## src/disp_pkg.sv

```systemverilog
package disp_pkg;
  localparam int CLK_HZ = 10_000_000;
  localparam int CYC_PER_MS = CLK_HZ / 1000;
  localparam int DIGITS = 6;
  localparam int CW = 27;
  localparam int ERRS = 8;
  localparam int LONG_MS = 4000;
  localparam int TIMEOUT_MS = 10000;
  localparam int ENERGY_SHOW_MS = 6000;
  localparam int ERR_SHOW_MS = 2000;
  localparam int TEST_MS = 3000;
  localparam int ARROW_MS = 500;
  localparam int ANIM_STEP_MS = 250;
  localparam int COMM_HOLD_MS = 200;
  localparam int DENY_MS = 2000;
  localparam int DEB_MS = 10;
  localparam int LED_MS = 40;
  localparam int S0_MS = 100;
  localparam int LED_IMP_KWH = 1000;
  localparam int S0_IMP_KWH = 100;
  localparam int S0_DIV = LED_IMP_KWH / S0_IMP_KWH;
  localparam int LONG_CYC = LONG_MS * CYC_PER_MS;
  localparam int TIMEOUT_CYC = TIMEOUT_MS * CYC_PER_MS;
  localparam int ENERGY_CYC = ENERGY_SHOW_MS * CYC_PER_MS;
  localparam int ERR_CYC = ERR_SHOW_MS * CYC_PER_MS;
  localparam int TEST_CYC = TEST_MS * CYC_PER_MS;
  localparam int ARROW_CYC = ARROW_MS * CYC_PER_MS;
  localparam int ANIM_CYC = ANIM_STEP_MS * CYC_PER_MS;
  localparam int COMM_CYC = COMM_HOLD_MS * CYC_PER_MS;
  localparam int DENY_CYC = DENY_MS * CYC_PER_MS;
  localparam int DEB_CYC = DEB_MS * CYC_PER_MS;
  localparam int LED_CYC = LED_MS * CYC_PER_MS;
  localparam int S0_CYC = S0_MS * CYC_PER_MS;
  localparam logic [6:0] SEG_BLANK = 7'h00;
  localparam logic [6:0] SEG_FULL = 7'h7f;
  localparam logic [2:0] ARROW_ALL = 3'h7;
  localparam logic [2:0] ARROW_FIRST = 3'h1;
  localparam logic [3:0] ERR_NONE = 4'h8;

  typedef enum logic [1:0] {ST_TEST, ST_NORMAL, ST_ALT, ST_ANIM} mode_t;

  typedef struct packed {
    logic [DIGITS-1:0][6:0] digit;
    logic                   tri_on;
    logic [2:0]             arrow;
    logic                   rx;
    logic                   tx;
    logic                   deny;
  } lcd_t;

  typedef struct packed {
    mode_t         mode;
    logic [CW-1:0] tmr;
    logic [CW-1:0] idle;
    logic [CW-1:0] press;
    logic [CW-1:0] deb;
    logic [CW-1:0] arrow_t;
    logic [CW-1:0] rx_t;
    logic [CW-1:0] deny_t;
    logic          btn;
    logic          held_long;
    logic          show_err;
    logic [3:0]    err_idx;
    logic [2:0]    anim_pos;
    logic          clr;
    lcd_t          lcd;
  } ctrl_t;

  typedef struct packed {
    logic [3:0]    div;
    logic [3:0]    pend;
    logic [CW-1:0] len;
    logic          out;
  } pulse_t;

  localparam ctrl_t CTRL_RST = '0;
  localparam pulse_t PULSE_RST = '0;

  function automatic logic [6:0] bcd_seg(input logic [3:0] d);
    logic [6:0] r;
    r = SEG_BLANK;
    case (d)
      4'h0: r = 7'h3f;
      4'h1: r = 7'h06;
      4'h2: r = 7'h5b;
      4'h3: r = 7'h4f;
      4'h4: r = 7'h66;
      4'h5: r = 7'h6d;
      4'h6: r = 7'h7d;
      4'h7: r = 7'h07;
      4'h8: r = 7'h7f;
      4'h9: r = 7'h6f;
      default: r = SEG_BLANK;
    endcase
    return r;
  endfunction
endpackage

```

## src/energy_pulse_out.sv

```systemverilog
// Turns energy ticks into stretched pulses; ticks that arrive during a pulse wait in a count
module energy_pulse_out #(
  parameter int DIV = 1,
  parameter int LEN = 400000
) (
  input  wire logic clk,
  input  wire logic reset,
  input  wire logic tick,
  output logic      pulse
);
  disp_pkg::pulse_t s;
  disp_pkg::pulse_t n;

  always_comb begin
    n = s;
    if (tick) begin
      if (s.div == 4'(DIV - 1)) begin
        n.div = 4'h0;
        if (s.pend != 4'hf) n.pend = s.pend + 4'h1;
      end else begin
        n.div = s.div + 4'h1;
      end
    end
    if (s.out) begin
      if (s.len == disp_pkg::CW'(LEN - 1)) begin
        n.out = 1'b0;
        n.len = '0;
      end else begin
        n.len = s.len + 1'b1;
      end
    end else if (s.pend != 4'h0) begin
      n.out = 1'b1;
      n.len = '0;
      n.pend = n.pend - 4'h1;
    end
  end

  always_ff @(posedge clk or posedge reset) begin
    if (reset) s <= disp_pkg::PULSE_RST;
    else s <= n;
  end

  assign pulse = s.out;
endmodule

```

## src/meter_display_ctrl.sv

```systemverilog
// Behaviour
// - Short press in Normal mode enters Alternative mode showing resettable energy.
// - Press held to the threshold clears the resettable energy.
// - After a reset a single zero steps from leftmost to rightmost digit.
// - After the moving zero the display enters Alternative mode showing zeros.
// - No press for the timeout returns the display to Normal mode.
// - With errors, show energy six seconds then each code two seconds.
// - After the last code the cycle restarts with energy while errors remain.
// - Normal shows total energy, Alternative resettable energy, whole kWh.
// - Mode triangle off in Normal, steadily on in Alternative.
// - At power-up all segments light for a few seconds, then Normal.
// - Without the reset option, Alternative mode is never entered.
// - Above start current arrows rotate at fixed rate, else all steady on.
// - Arrows rotate forward for positive energy, backward for negative.
// - A valid message addressed to the meter lights the receive segment.
// - The transmit segment is lit while transmitting.
// - Forbidden operations, such as disabled local reset, light the deny symbol.
// - Measurement, register updates and pulses continue in every mode.
// - The front LED flashes once per fixed energy quantum.
// - The isolated output gives a fixed number of pulses per kWh.
// - Energy is rendered on six seven-segment digits.
// - LED rate is 1000 flashes per kWh, each 40 ms long.
module meter_display_ctrl #(
  parameter int LONG_C    = disp_pkg::LONG_CYC,
  parameter int TIMEOUT_C = disp_pkg::TIMEOUT_CYC,
  parameter int ENERGY_C  = disp_pkg::ENERGY_CYC,
  parameter int ERR_C     = disp_pkg::ERR_CYC,
  parameter int TEST_C    = disp_pkg::TEST_CYC,
  parameter int ARROW_C   = disp_pkg::ARROW_CYC,
  parameter int ANIM_C    = disp_pkg::ANIM_CYC,
  parameter int COMM_C    = disp_pkg::COMM_CYC,
  parameter int DENY_C    = disp_pkg::DENY_CYC,
  parameter int DEB_C     = disp_pkg::DEB_CYC,
  parameter int LED_C     = disp_pkg::LED_CYC,
  parameter int S0_C      = disp_pkg::S0_CYC
) (
  input  wire logic                 clk,
  input  wire logic                 reset,
  input  wire logic                 button,
  input  wire logic                 has_reset_opt,
  input  wire logic                 local_reset_en,
  input  wire logic [23:0]          total_bcd,
  input  wire logic [23:0]          reset_bcd,
  input  wire logic [7:0]           err_mask,
  input  wire logic                 above_start,
  input  wire logic                 energy_neg,
  input  wire logic                 rx_msg,
  input  wire logic                 tx_active,
  input  wire logic                 energy_tick,
  output disp_pkg::lcd_t            lcd,
  output logic                      energy_clear,
  output logic                      led,
  output logic                      pulse_out
);
  disp_pkg::ctrl_t s;
  disp_pkg::ctrl_t n;
  logic            rise;
  logic            fall;
  logic            long_hit;
  logic [3:0]      nxt;
  logic [23:0]     bcd;

  function automatic logic [3:0] first_from(input logic [7:0] m, input logic [3:0] from);
    logic [3:0] r;
    r = disp_pkg::ERR_NONE;
    for (int i = disp_pkg::ERRS - 1; i >= 0; i--) begin
      if (m[i] && 4'(i) >= from) r = 4'(i);
    end
    return r;
  endfunction

  always_comb begin
    n = s;
    n.clr = 1'b0;
    nxt = disp_pkg::ERR_NONE;
    bcd = total_bcd;
    if (button != s.btn) begin
      if (s.deb == disp_pkg::CW'(DEB_C - 1)) begin
        n.btn = button;
        n.deb = '0;
      end else begin
        n.deb = s.deb + 1'b1;
      end
    end else begin
      n.deb = '0;
    end
    rise = n.btn & ~s.btn;
    fall = ~n.btn & s.btn;
    // Reaching the threshold counts as long
    long_hit = s.btn && !s.held_long && s.press == disp_pkg::CW'(LONG_C - 1);
    if (rise) begin
      n.press = '0;
      n.held_long = 1'b0;
    end else if (s.btn && !s.held_long) begin
      n.press = s.press + 1'b1;
    end
    if (long_hit) n.held_long = 1'b1;
    if (rise || s.btn) n.idle = '0;
    else if (s.idle != disp_pkg::CW'(TIMEOUT_C)) n.idle = s.idle + 1'b1;
    if (s.deny_t != '0) n.deny_t = s.deny_t - 1'b1;

    case (s.mode)
      disp_pkg::ST_TEST: begin
        n.tmr = s.tmr + 1'b1;
        if (s.tmr == disp_pkg::CW'(TEST_C - 1)) begin
          n.mode = disp_pkg::ST_NORMAL;
          n.tmr = '0;
          n.show_err = 1'b0;
        end
      end
      disp_pkg::ST_NORMAL, disp_pkg::ST_ALT: begin
        if (long_hit && has_reset_opt && local_reset_en) begin
          n.clr = 1'b1;
          n.mode = disp_pkg::ST_ANIM;
          n.anim_pos = '0;
          n.tmr = '0;
        end else if (long_hit) begin
          n.deny_t = disp_pkg::CW'(DENY_C);
        end else if (fall && !s.held_long && s.mode == disp_pkg::ST_NORMAL && has_reset_opt) begin
          n.mode = disp_pkg::ST_ALT;
        end else if (s.mode == disp_pkg::ST_ALT &&
                     (!has_reset_opt || s.idle == disp_pkg::CW'(TIMEOUT_C - 1))) begin
          n.mode = disp_pkg::ST_NORMAL;
          n.tmr = '0;
          n.show_err = 1'b0;
        end else if (s.mode == disp_pkg::ST_NORMAL) begin
          if (err_mask == 8'h00) begin
            n.show_err = 1'b0;
            n.tmr = '0;
          end else if (!s.show_err && s.tmr == disp_pkg::CW'(ENERGY_C - 1)) begin
            n.show_err = 1'b1;
            n.err_idx = first_from(err_mask, 4'h0);
            n.tmr = '0;
          end else if (s.show_err && s.tmr == disp_pkg::CW'(ERR_C - 1)) begin
            nxt = first_from(err_mask, s.err_idx + 4'h1);
            n.tmr = '0;
            // Restart with energy after last code
            if (nxt == disp_pkg::ERR_NONE) n.show_err = 1'b0;
            else n.err_idx = nxt;
          end else begin
            n.tmr = s.tmr + 1'b1;
          end
        end
      end
      disp_pkg::ST_ANIM: begin
        n.tmr = s.tmr + 1'b1;
        if (s.tmr == disp_pkg::CW'(ANIM_C - 1)) begin
          n.tmr = '0;
          if (s.anim_pos == 3'(disp_pkg::DIGITS - 1)) begin
            n.mode = disp_pkg::ST_ALT;
            n.idle = '0;
          end else begin
            n.anim_pos = s.anim_pos + 3'h1;
          end
        end
      end
      default: n.mode = disp_pkg::ST_TEST;
    endcase

    // Fixed rate rotation or steady arrows
    if (!above_start) begin
      n.arrow_t = '0;
      n.lcd.arrow = disp_pkg::ARROW_ALL;
    end else if (s.lcd.arrow == disp_pkg::ARROW_ALL) begin
      n.arrow_t = '0;
      n.lcd.arrow = disp_pkg::ARROW_FIRST;
    end else if (s.arrow_t == disp_pkg::CW'(ARROW_C - 1)) begin
      n.arrow_t = '0;
      if (energy_neg) n.lcd.arrow = {s.lcd.arrow[0], s.lcd.arrow[2:1]};
      else n.lcd.arrow = {s.lcd.arrow[1:0], s.lcd.arrow[2]};
    end else begin
      n.arrow_t = s.arrow_t + 1'b1;
    end

    if (rx_msg) n.rx_t = disp_pkg::CW'(COMM_C);
    else if (s.rx_t != '0) n.rx_t = s.rx_t - 1'b1;
    n.lcd.rx = (n.rx_t != '0);
    n.lcd.tx = tx_active;
    n.lcd.deny = (n.deny_t != '0);
    n.lcd.tri_on = (n.mode == disp_pkg::ST_ALT);

    if (n.mode == disp_pkg::ST_ALT) bcd = reset_bcd;
    else if (n.show_err) bcd = {12'hfff, 4'(n.err_idx + 4'h1), 8'h00};
    for (int d = 0; d < disp_pkg::DIGITS; d++) begin
      if (n.mode == disp_pkg::ST_TEST) n.lcd.digit[d] = disp_pkg::SEG_FULL;
      else if (n.mode == disp_pkg::ST_ANIM)
        n.lcd.digit[d] = (3'(disp_pkg::DIGITS - 1 - d) == n.anim_pos) ?
                         disp_pkg::bcd_seg(4'h0) : disp_pkg::SEG_BLANK;
      else n.lcd.digit[d] = disp_pkg::bcd_seg(bcd[d*4 +: 4]);
    end
    if (n.mode == disp_pkg::ST_TEST) begin
      n.lcd.tri_on = 1'b1;
      n.lcd.arrow = disp_pkg::ARROW_ALL;
      n.lcd.rx = 1'b1;
      n.lcd.tx = 1'b1;
      n.lcd.deny = 1'b1;
    end
  end

  always_ff @(posedge clk or posedge reset) begin
    if (reset) s <= disp_pkg::CTRL_RST;
    else s <= n;
  end

  assign lcd = s.lcd;
  assign energy_clear = s.clr;

  // Pulse paths run apart from display state
  energy_pulse_out #(.DIV(1), .LEN(LED_C)) u_led (
    .clk   (clk),
    .reset (reset),
    .tick  (energy_tick),
    .pulse (led)
  );

  energy_pulse_out #(.DIV(disp_pkg::S0_DIV), .LEN(S0_C)) u_s0 (
    .clk   (clk),
    .reset (reset),
    .tick  (energy_tick),
    .pulse (pulse_out)
  );
endmodule

```

## config.mk

```make
export PLATFORM = sky130hd
export DESIGN_NAME = meter_display_ctrl
export DESIGN_NICKNAME = d
export VERILOG_FILES = /design/src/disp_pkg.sv /design/src/energy_pulse_out.sv /design/src/meter_display_ctrl.sv
export SDC_FILE = /design/constraint.sdc
export NUM_CORES = 1
export LEC_CHECK = 0
export BUFFER_PORTS_ARGS = -buffer_cell sky130_fd_sc_hd__buf_2
export CORE_UTILIZATION = 35
export DETAILED_ROUTE_END_ITERATION = 10
export PLACE_DENSITY = 0.53
export SYNTH_ARGS = -nofsm -noshare
export SYNTH_HDL_FRONTEND = slang
export SYNTH_SLANG_ARGS = --single-unit
```

## constraint.sdc

```tcl
create_clock -name clk -period 11.37 [get_ports clk]
set_input_delay 0 -clock clk [delete_from_list [all_inputs] [get_ports clk]]
set_output_delay 0 -clock clk [all_outputs]
set_load 0.05 [all_outputs]
```

==> results of run 1 <==
## worst max-delay path by stage
stage               cells past startpoint           end  slack, ns   start
finish                                 17       lcd[47]       5.98  s[250]
global route                           17       lcd[47]       5.60  s[250]
CTS                                    17       lcd[47]       5.99  s[250]
detailed placement                     17       lcd[45]       6.45  s[250]
global placement                       16       lcd[38]       6.55  s[250]
floorplan                               1  energy_clear       2.43   reset
## synthesized netlist by cell type (54+ instances only)
cell       n  share of area [%]
dfrtp_1  323                 43
nor2_1   302                6.0
nand2_1  213                4.3
o21ai_0  152                4.1
xor2_1   105                4.9
nand3_1  102                2.7
ha_1      72                4.8
inv_1     71                1.4
xnor2_1   62                2.9
a21oi_1   58                1.5
and3_1    56                1.9
nand4_1   54                1.8
## tightest hold or removal path: stages
cell and delay [ns]:
buf_2 0.08, and3_1 0.14, a211oi_2 0.10, nor2_1 0.09
o311ai_0 0.12
## kinds of logic after synthesis
group | count (synthesis)
flip-flops | 323
adder cells (fa/ha/maj) | 72
XOR/XNOR | 167
AO/OA/AOI/OAI | 342
buffers and inverters | 179
AND/OR/NAND/NOR | 1005
multiplexers | 26
## layer usage
metal  part of all wire (%)  wire (um)  vias to the layer above
met5                   0.12         56                        -
met4                    2.6       1240                        8
met3                    4.6       2200                       82
met2                     45      21300                      280
met1                     48      22900                     7464
li1                       -          -                     7512
## through the flow
| stage | util, % | instance area [um^2] | setup WS, ns | cells | total power [uW] |
|---|---|---|---|---|---|
| final | 40.2 | 21200 | 5.98 | 2916 | 2800 |
| after global routing | 40.2 | 21200 | 5.60 | 2915 | 2930 |
| after CTS | 40.2 | 21200 | 5.99 | 2913 | 2840 |
| after detailed placement | 37.3 | 19700 | 6.45 | 2819 | 1540 |
| after global placement | 37.3 | 19700 | 6.55 | 2819 | 1530 |
| after floorplan | - | 18800 | 2.43 | 2114 | 1460 |
## sequential cells by signal, indices dropped and copies added (netlist names)
register and count:
s 201, lcd 49, u_led.pulse 1, u_s0.pulse 1, energy_clear 1, u_led.s 35, u_s0.s 35
## where the power goes
group | switching [uW] | leakage [uW] | internal [uW]
sequential | 48.7 | 0.00384 | 1200
clock | 513 | 0.000648 | 765
combinational | 163 | 0.00411 | 111
total | 724 | 0.00861 | 2070
## layout make-up
cell class                      count  area, um^2
Timing Repair Buffer              147         868
Clock inverter                     13         125
Antenna cell                        3        7.51
Clock buffer                       58        1180
Fill cell                        5235       31500
Multi-Input combinational cell   1612        9820
Tap cell                          688         861
Inverter                           72         278
Sequential cell                   323        8080
==> reports/results.txt, run 1 <==
Run status -> finished with violations
Failing checks -> design-rule violations
# DRC -> 12
Endpoint, Worst Hold -> lcd[22]
Slew headroom -> 23.2%
Clock skew -> 0.0240 ns
Setup tns final -> 0 ns
Vias in the first global route -> 14700
Crit path cell chain -> inv_1 > ha_1 > nand2_1 > or3_1 > or4_1 > nor4b_1 > o21ai_0 > o211a_1 > inv_1 > or3_1 > o21ai_0 > inv_1 > ha_1 > o31ai_1 > dlygate4sd3_1 > o21ai_0 > nand2_1
R2R Path Start -> s[250]
Final hold slack -> 0.0367 ns
Seq/Total Area, Yosys -> 43.1%
Setup CP Type -> reg2reg
Hold Path Origin -> total_bcd[10]
FMAX -> 0.185 GHz
Post-synth cell types -> 82
Clk sinks -> 323
Average cell area after synthesis -> 8.88 um^2
Ys flop type -> dfrtp_1
CP bufs+invs -> 4
XOR/XNOR Fraction of Synth Area -> 7.79%
CTS root buffer -> clkbuf_16
CTS buffer count -> 40
Unrepaired setup endpoints after global routing -> false
GR peak layer -> met2
Worst Path Required -> 11.87 ns
Final hold violations -> 0
Leak pwr -> 0.00861 uW
Setup Fix Bufs, Post-CTS -> 0
Simple-Gate Fraction of Synth Area -> 26.9%
Max_cap viols -> 0
GPL Wtd Cong -> 0.851
Final WL -> 47600 um
Adder-cell share of the synthesized area -> 4.80%
Met2 usage -> 27.6%
Post-route ant nets -> 0
Grt total ovfl -> 0
Final setup vio count -> 0
Hold path depth -> 5
Leading cell type in the layout, fill and taps excluded -> dfrtp_1
Input/output buffers -> 117
Wirelength per Cell -> 16.3 um
Hold-fix buffers at CTS -> 23
M3 GR Usage -> 3.08%
Core footprint -> 52800 um^2
Max Root-Sink Buffers -> 3
Worst r2r path cells -> 17
M1 GR Usage -> 24.7%
CTS H-tree depth -> 2
Largest net degree at the start of global routing -> 109
Ys Warns -> 0
Setup crit end kind -> register
Post-layout nets -> 2334
Delay-heaviest family, CP -> simple AND/OR/NAND/NOR gates
Peak supply drop -> 90.3 uV
Via Count -> 15300
Final period utilization -> 47.4%
Initial antenna violation count -> 7
Commonest cells after routing, fill and taps aside -> 323 x dfrtp_1, 300 x nor2_1, 213 x nand2_1
Reg-to-reg slack, setup -> 5.98 ns
Number of synthesized register bits -> 323
Compound-Gate Fraction of Synth Area -> 11.3%
Hold crit path type -> in2reg
Largest family of logic cells by synthesized area -> simple AND/OR/NAND/NOR gates
CTS tree -> yes
Worst skew pair latency -> 0.57 ns
Crit path arrival time -> 5.90 ns
Global-route wire length before repair -> 78100 um
Largest stage delay, worst path -> 0.62 ns
Reg2Reg Capture Point -> lcd[47]
Cell Pwr Density -> 132 nW/um^2
Synth Instances -> 2114
Max Transition Viols Final -> 0
Worst-path clk slew -> 0.06 ns
Post-DP HPWL -> 33400 um
Boundary Pins -> 118
Cell Area, Synth -> 18800 um^2
Chip width -> 234 um
DIE AREA -> 54600 um^2
Syn Nets -> 2252
Clock period minus worst slack -> 5.39 ns
Total GRT Usage -> 17.8%
Startpoint Class -> register
Share of cells above drive strength 1 -> 10.2%
Worst path slowest cell -> or4_1
First drt pass iteration count -> 8
Initial DRC count -> 1038
Worst Tran Pin Value -> 1.15 ns
Die height -> 234 um
Vias per std cell -> 5.26
FP Rows -> 84
CP Max Fanout -> 17
# resized after CTS -> 0
Ys async rst share -> 100%
Initial core utilization -> 35.6%
EDFF count, synth -> 0
Post-synthesis mux area share -> 1.43%
Area growth, synth to finish -> 13.1%
Power figures use the tool's default switching activity.
==> run 2: changes to the inputs <==
--- a/config.mk
+++ b/config.mk
@@ -5,10 +5,11 @@
 export SDC_FILE = /design/constraint.sdc
 export NUM_CORES = 1
 export LEC_CHECK = 0
+export ABC_AREA = 1
 export BUFFER_PORTS_ARGS = -buffer_cell sky130_fd_sc_hd__buf_2
 export CORE_UTILIZATION = 35
 export DETAILED_ROUTE_END_ITERATION = 10
-export PLACE_DENSITY = 0.53
+export PLACE_DENSITY = 0.55
 export SYNTH_ARGS = -nofsm -noshare
 export SYNTH_HDL_FRONTEND = slang
 export SYNTH_SLANG_ARGS = --single-unit
==> constraint.sdc (replaced) <==
create_clock -name clk -period 4.5 [get_ports clk]
set_input_delay 0 -clock clk [delete_from_list [all_inputs] [get_ports clk]]
set_output_delay 0 -clock clk [all_outputs]
set_load 0.05 [all_outputs]
==> reports/results.txt, run 2 <==
Worst Path Required -> 4.95 ns (was 11.87 ns)
Area contributors post-synth -> dfrtp_1 40%, nand2_1 10%, inv_1 7.1% (was dfrtp_1 43%, nor2_1 6.0%, xor2_1 4.9%)
# diodes -> 0 (was 3)
Ys async rst share -> 100% (unchanged)
CTS root buffer -> clkbuf_16 (unchanged)
Leading cell type in the layout, fill and taps excluded -> nand2_1 (was dfrtp_1)
Core footprint -> 56500 um^2 (was 52800 um^2)
Boundary Pins -> 118 (unchanged)
Vias in the first global route -> 17000 (was 14700)
Cell accounting for the most synthesized area -> dfrtp_1 (unchanged)
Max_cap viols -> 0 (unchanged)
Max reg flops -> 201 (unchanged)
Synth top cells by count -> 540 x nand2_1, 381 x inv_1, 369 x nor2_1 (was 323 x dfrtp_1, 302 x nor2_1, 213 x nand2_1)
Wirelength per Cell -> 13.3 um (was 16.3 um)
Reg-to-reg slack, setup -> 0.34 ns (was 5.98 ns)
Cell Pwr Density -> 574 nW/um^2 (was 132 nW/um^2)
Commonest cells after routing, fill and taps aside -> 540 x nand2_1, 379 x inv_1, 369 x nor2_1 (was 323 x dfrtp_1, 300 x nor2_1, 213 x nand2_1)
Final setup vio count -> 0 (unchanged)
Average cell area after synthesis -> 7.38 um^2 (was 8.88 um^2)
Post-Route Utilization -> 40.8% (was 40.2%)
Startpoint Class -> register (unchanged)
Final WL -> 48400 um (was 47600 um)
Top reg by flops -> s (unchanged)
GPL Wtd Cong -> 0.899 (was 0.851)
Final period utilization -> 92.4% (was 47.4%)
Largest net degree at the start of global routing -> 135 (was 109)
Clock skew -> 0.0297 ns (was 0.0240 ns)
FMAX -> 0.241 GHz (was 0.185 GHz)
Initial DRC count -> 951 (was 1038)
Worst-path clk slew -> 0.06 ns (about the same)
Worst setup path endpoint -> lcd[45] (was lcd[47])
Final hold violations -> 0 (unchanged)
Clk sinks -> 323 (unchanged)
Via Count -> 17700 (was 15300)
Number of synthesized register bits -> 323 (unchanged)
Share of cells above drive strength 1 -> 10.6% (was 10.2%)
CTS H-tree depth -> 2 (unchanged)
Area growth, synth to finish -> 15.0% (was 13.1%)
Ys flop type -> dfrtp_1 (unchanged)
CTS buffer count -> 40 (unchanged)
Peak supply drop -> 702 uV (was 90.3 uV)
Slew headroom -> 40.6% (was 23.2%)
# DRC -> 0 (was 12)
Chip width -> 241 um (was 234 um)
Initial antenna violation count -> 0 (was 7)
Setup crit end kind -> register (unchanged)
Total GRT Usage -> 16.7% (was 17.8%)
Worst r2r path cells -> 22 (was 17)
Seq/Total Area, Yosys -> 40.3% (was 43.1%)
FILL cells -> 5716 (was 5235)
Post-synth top area share -> 40.3% (was 43.1%)
Unrepaired setup endpoints after global routing -> false (unchanged)
DIE AREA -> 58200 um^2 (was 54600 um^2)
Setup CP Type -> reg2reg (unchanged)
Leak pwr -> 0.0106 uW (was 0.00861 uW)
Cell Area, Synth -> 20000 um^2 (was 18800 um^2)
Clock period minus worst slack -> 4.16 ns (was 5.39 ns)
Post-route ant nets -> 0 (unchanged)
Hold crit path type -> in2reg (unchanged)
Max Root-Sink Buffers -> 3 (unchanged)
FP Rows -> 87 (was 84)
CP Max Fanout -> 15 (was 17)
Synth Instances -> 2716 (was 2114)
Grt total ovfl -> 0 (unchanged)
Max Transition Viols Final -> 0 (unchanged)
Top-count cell post-synth -> nand2_1 (was dfrtp_1)
Ys Warns -> 0 (unchanged)
Post-DP HPWL -> 35200 um (was 33400 um)
Vias per std cell -> 4.86 (was 5.26)
R2R Path Start -> s[222] (was s[250])
Crit path from -> s[222] (was s[250])
Crit path arrival time -> 4.60 ns (was 5.90 ns)
First drt pass iteration count -> 5 (was 8)
Input/output buffers -> 117 (unchanged)
Total power -> 13200 uW (was 2800 uW)
Post-synth cell types -> 63 (was 82)
EDFF count, synth -> 0 (unchanged)
Reg2Reg Capture Point -> lcd[45] (was lcd[47])
Worst skew pair latency -> 0.57 ns (about the same)
Post-layout nets -> 2989 (was 2334)
Worst Tran Pin Value -> 0.887 ns (was 1.15 ns)
Setup tns final -> 0 ns (unchanged)
Die height -> 241 um (was 234 um)
CTS tree -> yes (unchanged)
Initial core utilization -> 35.5% (was 35.6%)
Syn Nets -> 2854 (was 2252)
Run status -> complete, no violations (was finished with violations)
Global-route wire length before repair -> 81400 um (was 78100 um)
-- run 2: cell count changes after synthesis, sizes merged, moves of 52 or more --
| cell | previous run | this run |
|---|---|---|
| xor2 | 105 | 53 |
| and3 | 57 | 3 |
| nand3 | 102 | 194 |
| nor2 | 302 | 379 |
| inv | 71 | 410 |
| nand2 | 214 | 564 |
| a21oi | 58 | 118 |
| nor3 | 52 | 126 |
-- run 2: final cells by class --
type / instances / area (um^2) / area share (%)
sequential: 323 / 8080 / 35.1
clock buffer: 56 / 1160 / 5.05
tap: 756 / 946 / 4.10
clock inverter: 17 / 239 / 1.04
multi-input combinational: 1895 / 9860 / 42.8
timing repair buffer: 178 / 1200 / 5.19
inverter: 413 / 1560 / 6.76
-- run 2: how the worst min path moves through the flow --
stage / start / endpoint / slack (ns) / depth (start not counted)
2_1_floorplan: tx_active / lcd[1] / 0.11 / 1
3_3_place_gp: tx_active / lcd[1] / 0.23 / 2
3_5_place_dp: reset / u_led.s[6] / 0.24 / 2
4_1_cts: total_bcd[11] / lcd[27] / 0.003 / 9
5_1_grt: reset_bcd[9] / lcd[27] / 0.09 / 7
6_report: reset_bcd[12] / lcd[32] / 0.03 / 6
-- run 2: per-layer routing --
metal  vias to the layer above  routed length, um  global-route usage, %
li1                       9055                  -                      -
met4                         0               1010                   4.87
met2                       277              22400                   27.3
met5                         -                  0                      0
met1                      8293              23200                   22.6
met3                        70               1730                   2.89
-- run 2: critical path, stage by stage (launching register included) --
cell and delay (ns):
dfrtp_1 0.38, ha_1 0.21, nand3_1 0.15, nor3_4 0.29
inv_2 0.07, nor3_1 0.24, nand3_1 0.20, nand2_1 0.10
nand2_1 0.05, nand2_1 0.06, nand2_1 0.05, nand2_1 0.09
nand2_2 0.11, nand2_4 0.19, inv_2 0.13, nand3b_1 0.12
o21ai_2 0.06, dlygate4sd3_1 0.60, inv_2 0.12, nand2_1 0.08
nand2_2 0.11, o21ai_1 0.07, dlygate4sd3_1 0.57
-- run 2: timing repair --
| item | 4_1_cts | 5_1_grt |
|---|---|---|
| endpoints found under the setup margin | 0 | 5 |
| buffers inserted | 0 | 0 |
| resized for setup | 0 | 3 |
| hold buffers | 51 | 0 |
| hold endpoints to repair | 127 | 0 |
-- run 2: metrics by stage --
stage	std cells	instance area (um^2)	hold WS, ns	worst slack, ns
2_1_floorplan	2716	20000	0.112	0.191
3_3_place_gp	3514	21100	0.233	0.920
3_5_place_dp	3514	21100	0.238	0.802
4_1_cts	3638	23000	0.00299	0.234
5_1_grt	3638	23000	0.0850	0.0221
6_report	3638	23000	0.0296	0.343
-- run 2: kinds of logic (layout without fill, tap and decap cells) --
group / Yosys count / after routing / share of synthesized area (%)
and+or+nand+nor: 1433 / 1433 / 32.1
DFF: 323 / 323 / 40.3
buffers and inverters: 498 / 664 / 10.5
adders and majority gates: 72 / 72 / 4.50
xor gates and xnor gates: 75 / 75 / 3.28
AOI/OAI and AO/OA: 312 / 312 / 9.15
muxes: 3 / 3 / 0.150
-- run 2: report_power, final --
group | internal (uW) | switching [uW] | leakage (uW)
Clock | 2100 | 1310 | 0.000676
Combinational | 1980 | 4320 | 0.00585
Sequential | 3320 | 204 | 0.00407
Total | 7400 | 5830 | 0.0106
==> run 3: changes to the inputs <==
--- a/config.mk
+++ b/config.mk
@@ -7,9 +7,9 @@
 export LEC_CHECK = 0
 export ABC_AREA = 1
 export BUFFER_PORTS_ARGS = -buffer_cell sky130_fd_sc_hd__buf_2
-export CORE_UTILIZATION = 35
+export CORE_UTILIZATION = 40
 export DETAILED_ROUTE_END_ITERATION = 10
-export PLACE_DENSITY = 0.55
+export PLACE_DENSITY = 0.6
 export SYNTH_ARGS = -nofsm -noshare
 export SYNTH_HDL_FRONTEND = slang
 export SYNTH_SLANG_ARGS = --single-unit
==> reports/results.txt, run 3 (synthesis gave the netlist of run 2 again) <==
Commonest cells after routing, fill and taps aside -> 540 x nand2_1, 379 x inv_1, 368 x nor2_1 (was 540 x nand2_1, 379 x inv_1, 369 x nor2_1)
CP Max Fanout -> 15 (unchanged)
Reg2Reg Capture Point -> lcd[32] (was lcd[45])
Clock share of power -> 25.2% (was 25.8%)
Core footprint -> 49200 um^2 (was 56500 um^2)
Post-DP HPWL -> 34500 um (was 35200 um)
FP Rows -> 81 (was 87)
Post-route ant nets -> 0 (unchanged)
CTS root buffer -> clkbuf_16 (unchanged)
Slew headroom -> 44.4% (was 40.6%)
Worst skew pair latency -> 0.56 ns (was 0.57 ns)
Hold path depth -> 6 (unchanged)
Internal -> 7330 uW (was 7400 uW)
Max_cap viols -> 0 (unchanged)
Worst path slowest cell -> dlygate4sd3_1 (unchanged)
R2R Path Start -> s[222] (unchanged)
Setup tns final -> 0 ns (unchanged)
Initial antenna violation count -> 0 (unchanged)
Max Transition Viols Final -> 0 (unchanged)
Wirelength per Cell -> 13.3 um (about the same)
Worst-path clk slew -> 0.06 ns (about the same)
Worst Tran Pin Value -> 0.830 ns (was 0.887 ns)
Final WL -> 47300 um (was 48400 um)
Setup crit end kind -> register (unchanged)
Global-route wire length before repair -> 79600 um (was 81400 um)
CTS H-tree depth -> 2 (unchanged)
Top reg by flops -> s (unchanged)
Endpoint, Worst Hold -> lcd[45] (was lcd[32])
CTS tree -> yes (unchanged)
Combinational power share -> 47.8% (was 47.6%)
Max reg flops -> 201 (unchanged)
Reg-to-reg slack, setup -> 0.37 ns (was 0.34 ns)
Die height -> 226 um (was 241 um)
Clk sinks -> 323 (unchanged)
Final hold violations -> 0 (unchanged)
Hold Path Origin -> total_bcd[23] (was reset_bcd[12])
Run status -> complete, no violations (unchanged)
Crit path top cell by count -> nand2_1 (unchanged)
GPL Wtd Cong -> 0.896 (was 0.899)
Max Root-Sink Buffers -> 3 (unchanged)
Share of cells above drive strength 1 -> 10.7% (was 10.6%)
Largest net degree at the start of global routing -> 120 (was 135)
Crit path cell chain -> ha_1 > nand2_2 > nor2_2 > inv_2 > nor2_2 > inv_1 > o41ai_2 > nand2_1 > nand2_1 > nand2_2 > inv_2 > nand3b_1 > o21ai_1 > dlygate4sd3_1 > nand3_1 > dlygate4sd3_1 > nand3_1 > nand2_1 (was ha_1 > nand3_1 > nor3_4 > inv_2 > nor3_1 > nand3_1 > nand2_1 > nand2_1 > nand2_1 > nand2_1 > nand2_1 > nand2_2 > nand2_4 > inv_2 > nand3b_1 > o21ai_2 > dlygate4sd3_1 > inv_2 > nand2_1 > nand2_2 > o21ai_1 > dlygate4sd3_1)
Seq pwr share -> 27.0% (was 26.6%)
Vias per std cell -> 5.05 (was 4.86)
Cell Pwr Density -> 573 nW/um^2 (was 574 nW/um^2)
Worst Path Required -> 4.93 ns (was 4.95 ns)
Grt total ovfl -> 0 (unchanged)
Crit path arrival time -> 4.56 ns (was 4.60 ns)
Chip width -> 226 um (was 241 um)
Boundary Pins -> 118 (unchanged)
Final setup vio count -> 0 (unchanged)
Largest stage delay, worst path -> 0.59 ns (was 0.60 ns)
# DRC -> 0 (unchanged)
Switching Fraction -> 44.1% (about the same)
Hold crit path type -> in2reg (unchanged)
Post-Route Utilization -> 46.6% (was 40.8%)
FMAX -> 0.242 GHz (was 0.241 GHz)
Total GRT Usage -> 18.7% (was 16.7%)
DIE AREA -> 51000 um^2 (was 58200 um^2)
Via Count -> 17900 (was 17700)
Final period utilization -> 91.7% (was 92.4%)
Leak pwr -> 0.0106 uW (about the same)
Startpoint Class -> register (unchanged)
Initial core utilization -> 40.8% (was 35.5%)
Unrepaired setup endpoints after global routing -> false (unchanged)
Clock period minus worst slack -> 4.13 ns (was 4.16 ns)
Setup CP Type -> reg2reg (unchanged)
P_sw -> 5790 uW (was 5830 uW)
Clock skew -> 0.0328 ns (was 0.0297 ns)
CTS buffer count -> 40 (unchanged)
Input/output buffers -> 117 (unchanged)
Post-layout nets -> 2990 (was 2989)
Area growth, synth to finish -> 14.3% (was 15.0%)
Vias in the first global route -> 17100 (was 17000)
Final hold slack -> 0.0420 ns (was 0.0296 ns)
Worst r2r path cells -> 18 (was 22)
Initial DRC count -> 1087 (was 951)
First drt pass iteration count -> 6 (was 5)
Leading cell type in the layout, fill and taps excluded -> nand2_1 (unchanged)
Peak supply drop -> 629 uV (was 702 uV)
# diodes -> 0 (unchanged)
[run 3: cell count changes in the layout (fill, tap and decap cells not counted), sizes merged]
cell	delta
clkinv	+2
clkinvlp	-1
bufinv	-1
buf	+1
clkbuf	-1
[run 3: per-layer routing]
metal	up-vias	routed length (um)	share of wire [%]	global-route usage [%]
met3	81	2060	4.4	2.94
met5	-	0	0	0
met1	8402	22500	47	25.2
met2	333	21700	46	30.5
li1	9087	-	-	-
met4	0	1090	2.3	6.10
[run 3: what timing repair did]
item | 4_1_cts | 5_1_grt
setup endpoints to repair | 0 | 5
hold endpoints to repair | 108 | 0
hold buffers | 51 | 0
buffers inserted | 0 | 0
gates resized for setup | 0 | 4
[run 3: critical path, delay by kind of cell (launching register included)]
kind	cells	cell delay [ns]
AND/OR/NAND/NOR	10	1.22
buffers and inverters	5	1.53
AO/OA/AOI/OAI	2	0.61
adder cells (fa/ha/maj)	1	0.23
flip-flops	1	0.39
[run 3: layout make-up]
cell class	count	area, um^2
fill	4866	26300
multi-input combinational	1895	9860
sequential	323	8080
inverter	413	1560
timing repair buffer	179	1200
clock buffer	55	1150
tap	664	831
clock inverter	17	211
[run 3: worst max path at each step]
stage / from / end / slack [ns] / depth (start not counted)
after global routing: s[54] / lcd[32] / 0.03 / 24
after floorplan: reset / energy_clear / 0.19 / 1
final: s[222] / lcd[32] / 0.37 / 18
after CTS: s[53] / lcd[32] / 0.34 / 23
after global placement: s[59] / lcd[14] / 0.94 / 19
after detailed placement: s[59] / lcd[14] / 0.82 / 19
[run 3: through the flow]
| step | setup slack, ns | cell area, um^2 | cells | total power, uW |
|---|---|---|---|---|
| after floorplan | 0.191 | 20000 | 2716 | 8470 |
| after global routing | 0.0277 | 22900 | 3546 | 14100 |
| after detailed placement | 0.823 | 21000 | 3423 | 9440 |
| final | 0.372 | 22900 | 3546 | 13100 |
| after CTS | 0.342 | 22900 | 3546 | 13200 |
| after global placement | 0.938 | 21000 | 3423 | 9340 |
[run 3: power groups by stage]
stage | registers, uW | logic, uW | clock network, uW
after floorplan | 3510 | 4950 | 0
after global placement | 3570 | 5770 | 0
after detailed placement | 3580 | 5850 | 0
after CTS | 3540 | 6220 | 3420
after global routing | 3570 | 7050 | 3520
final | 3530 | 6270 | 3310
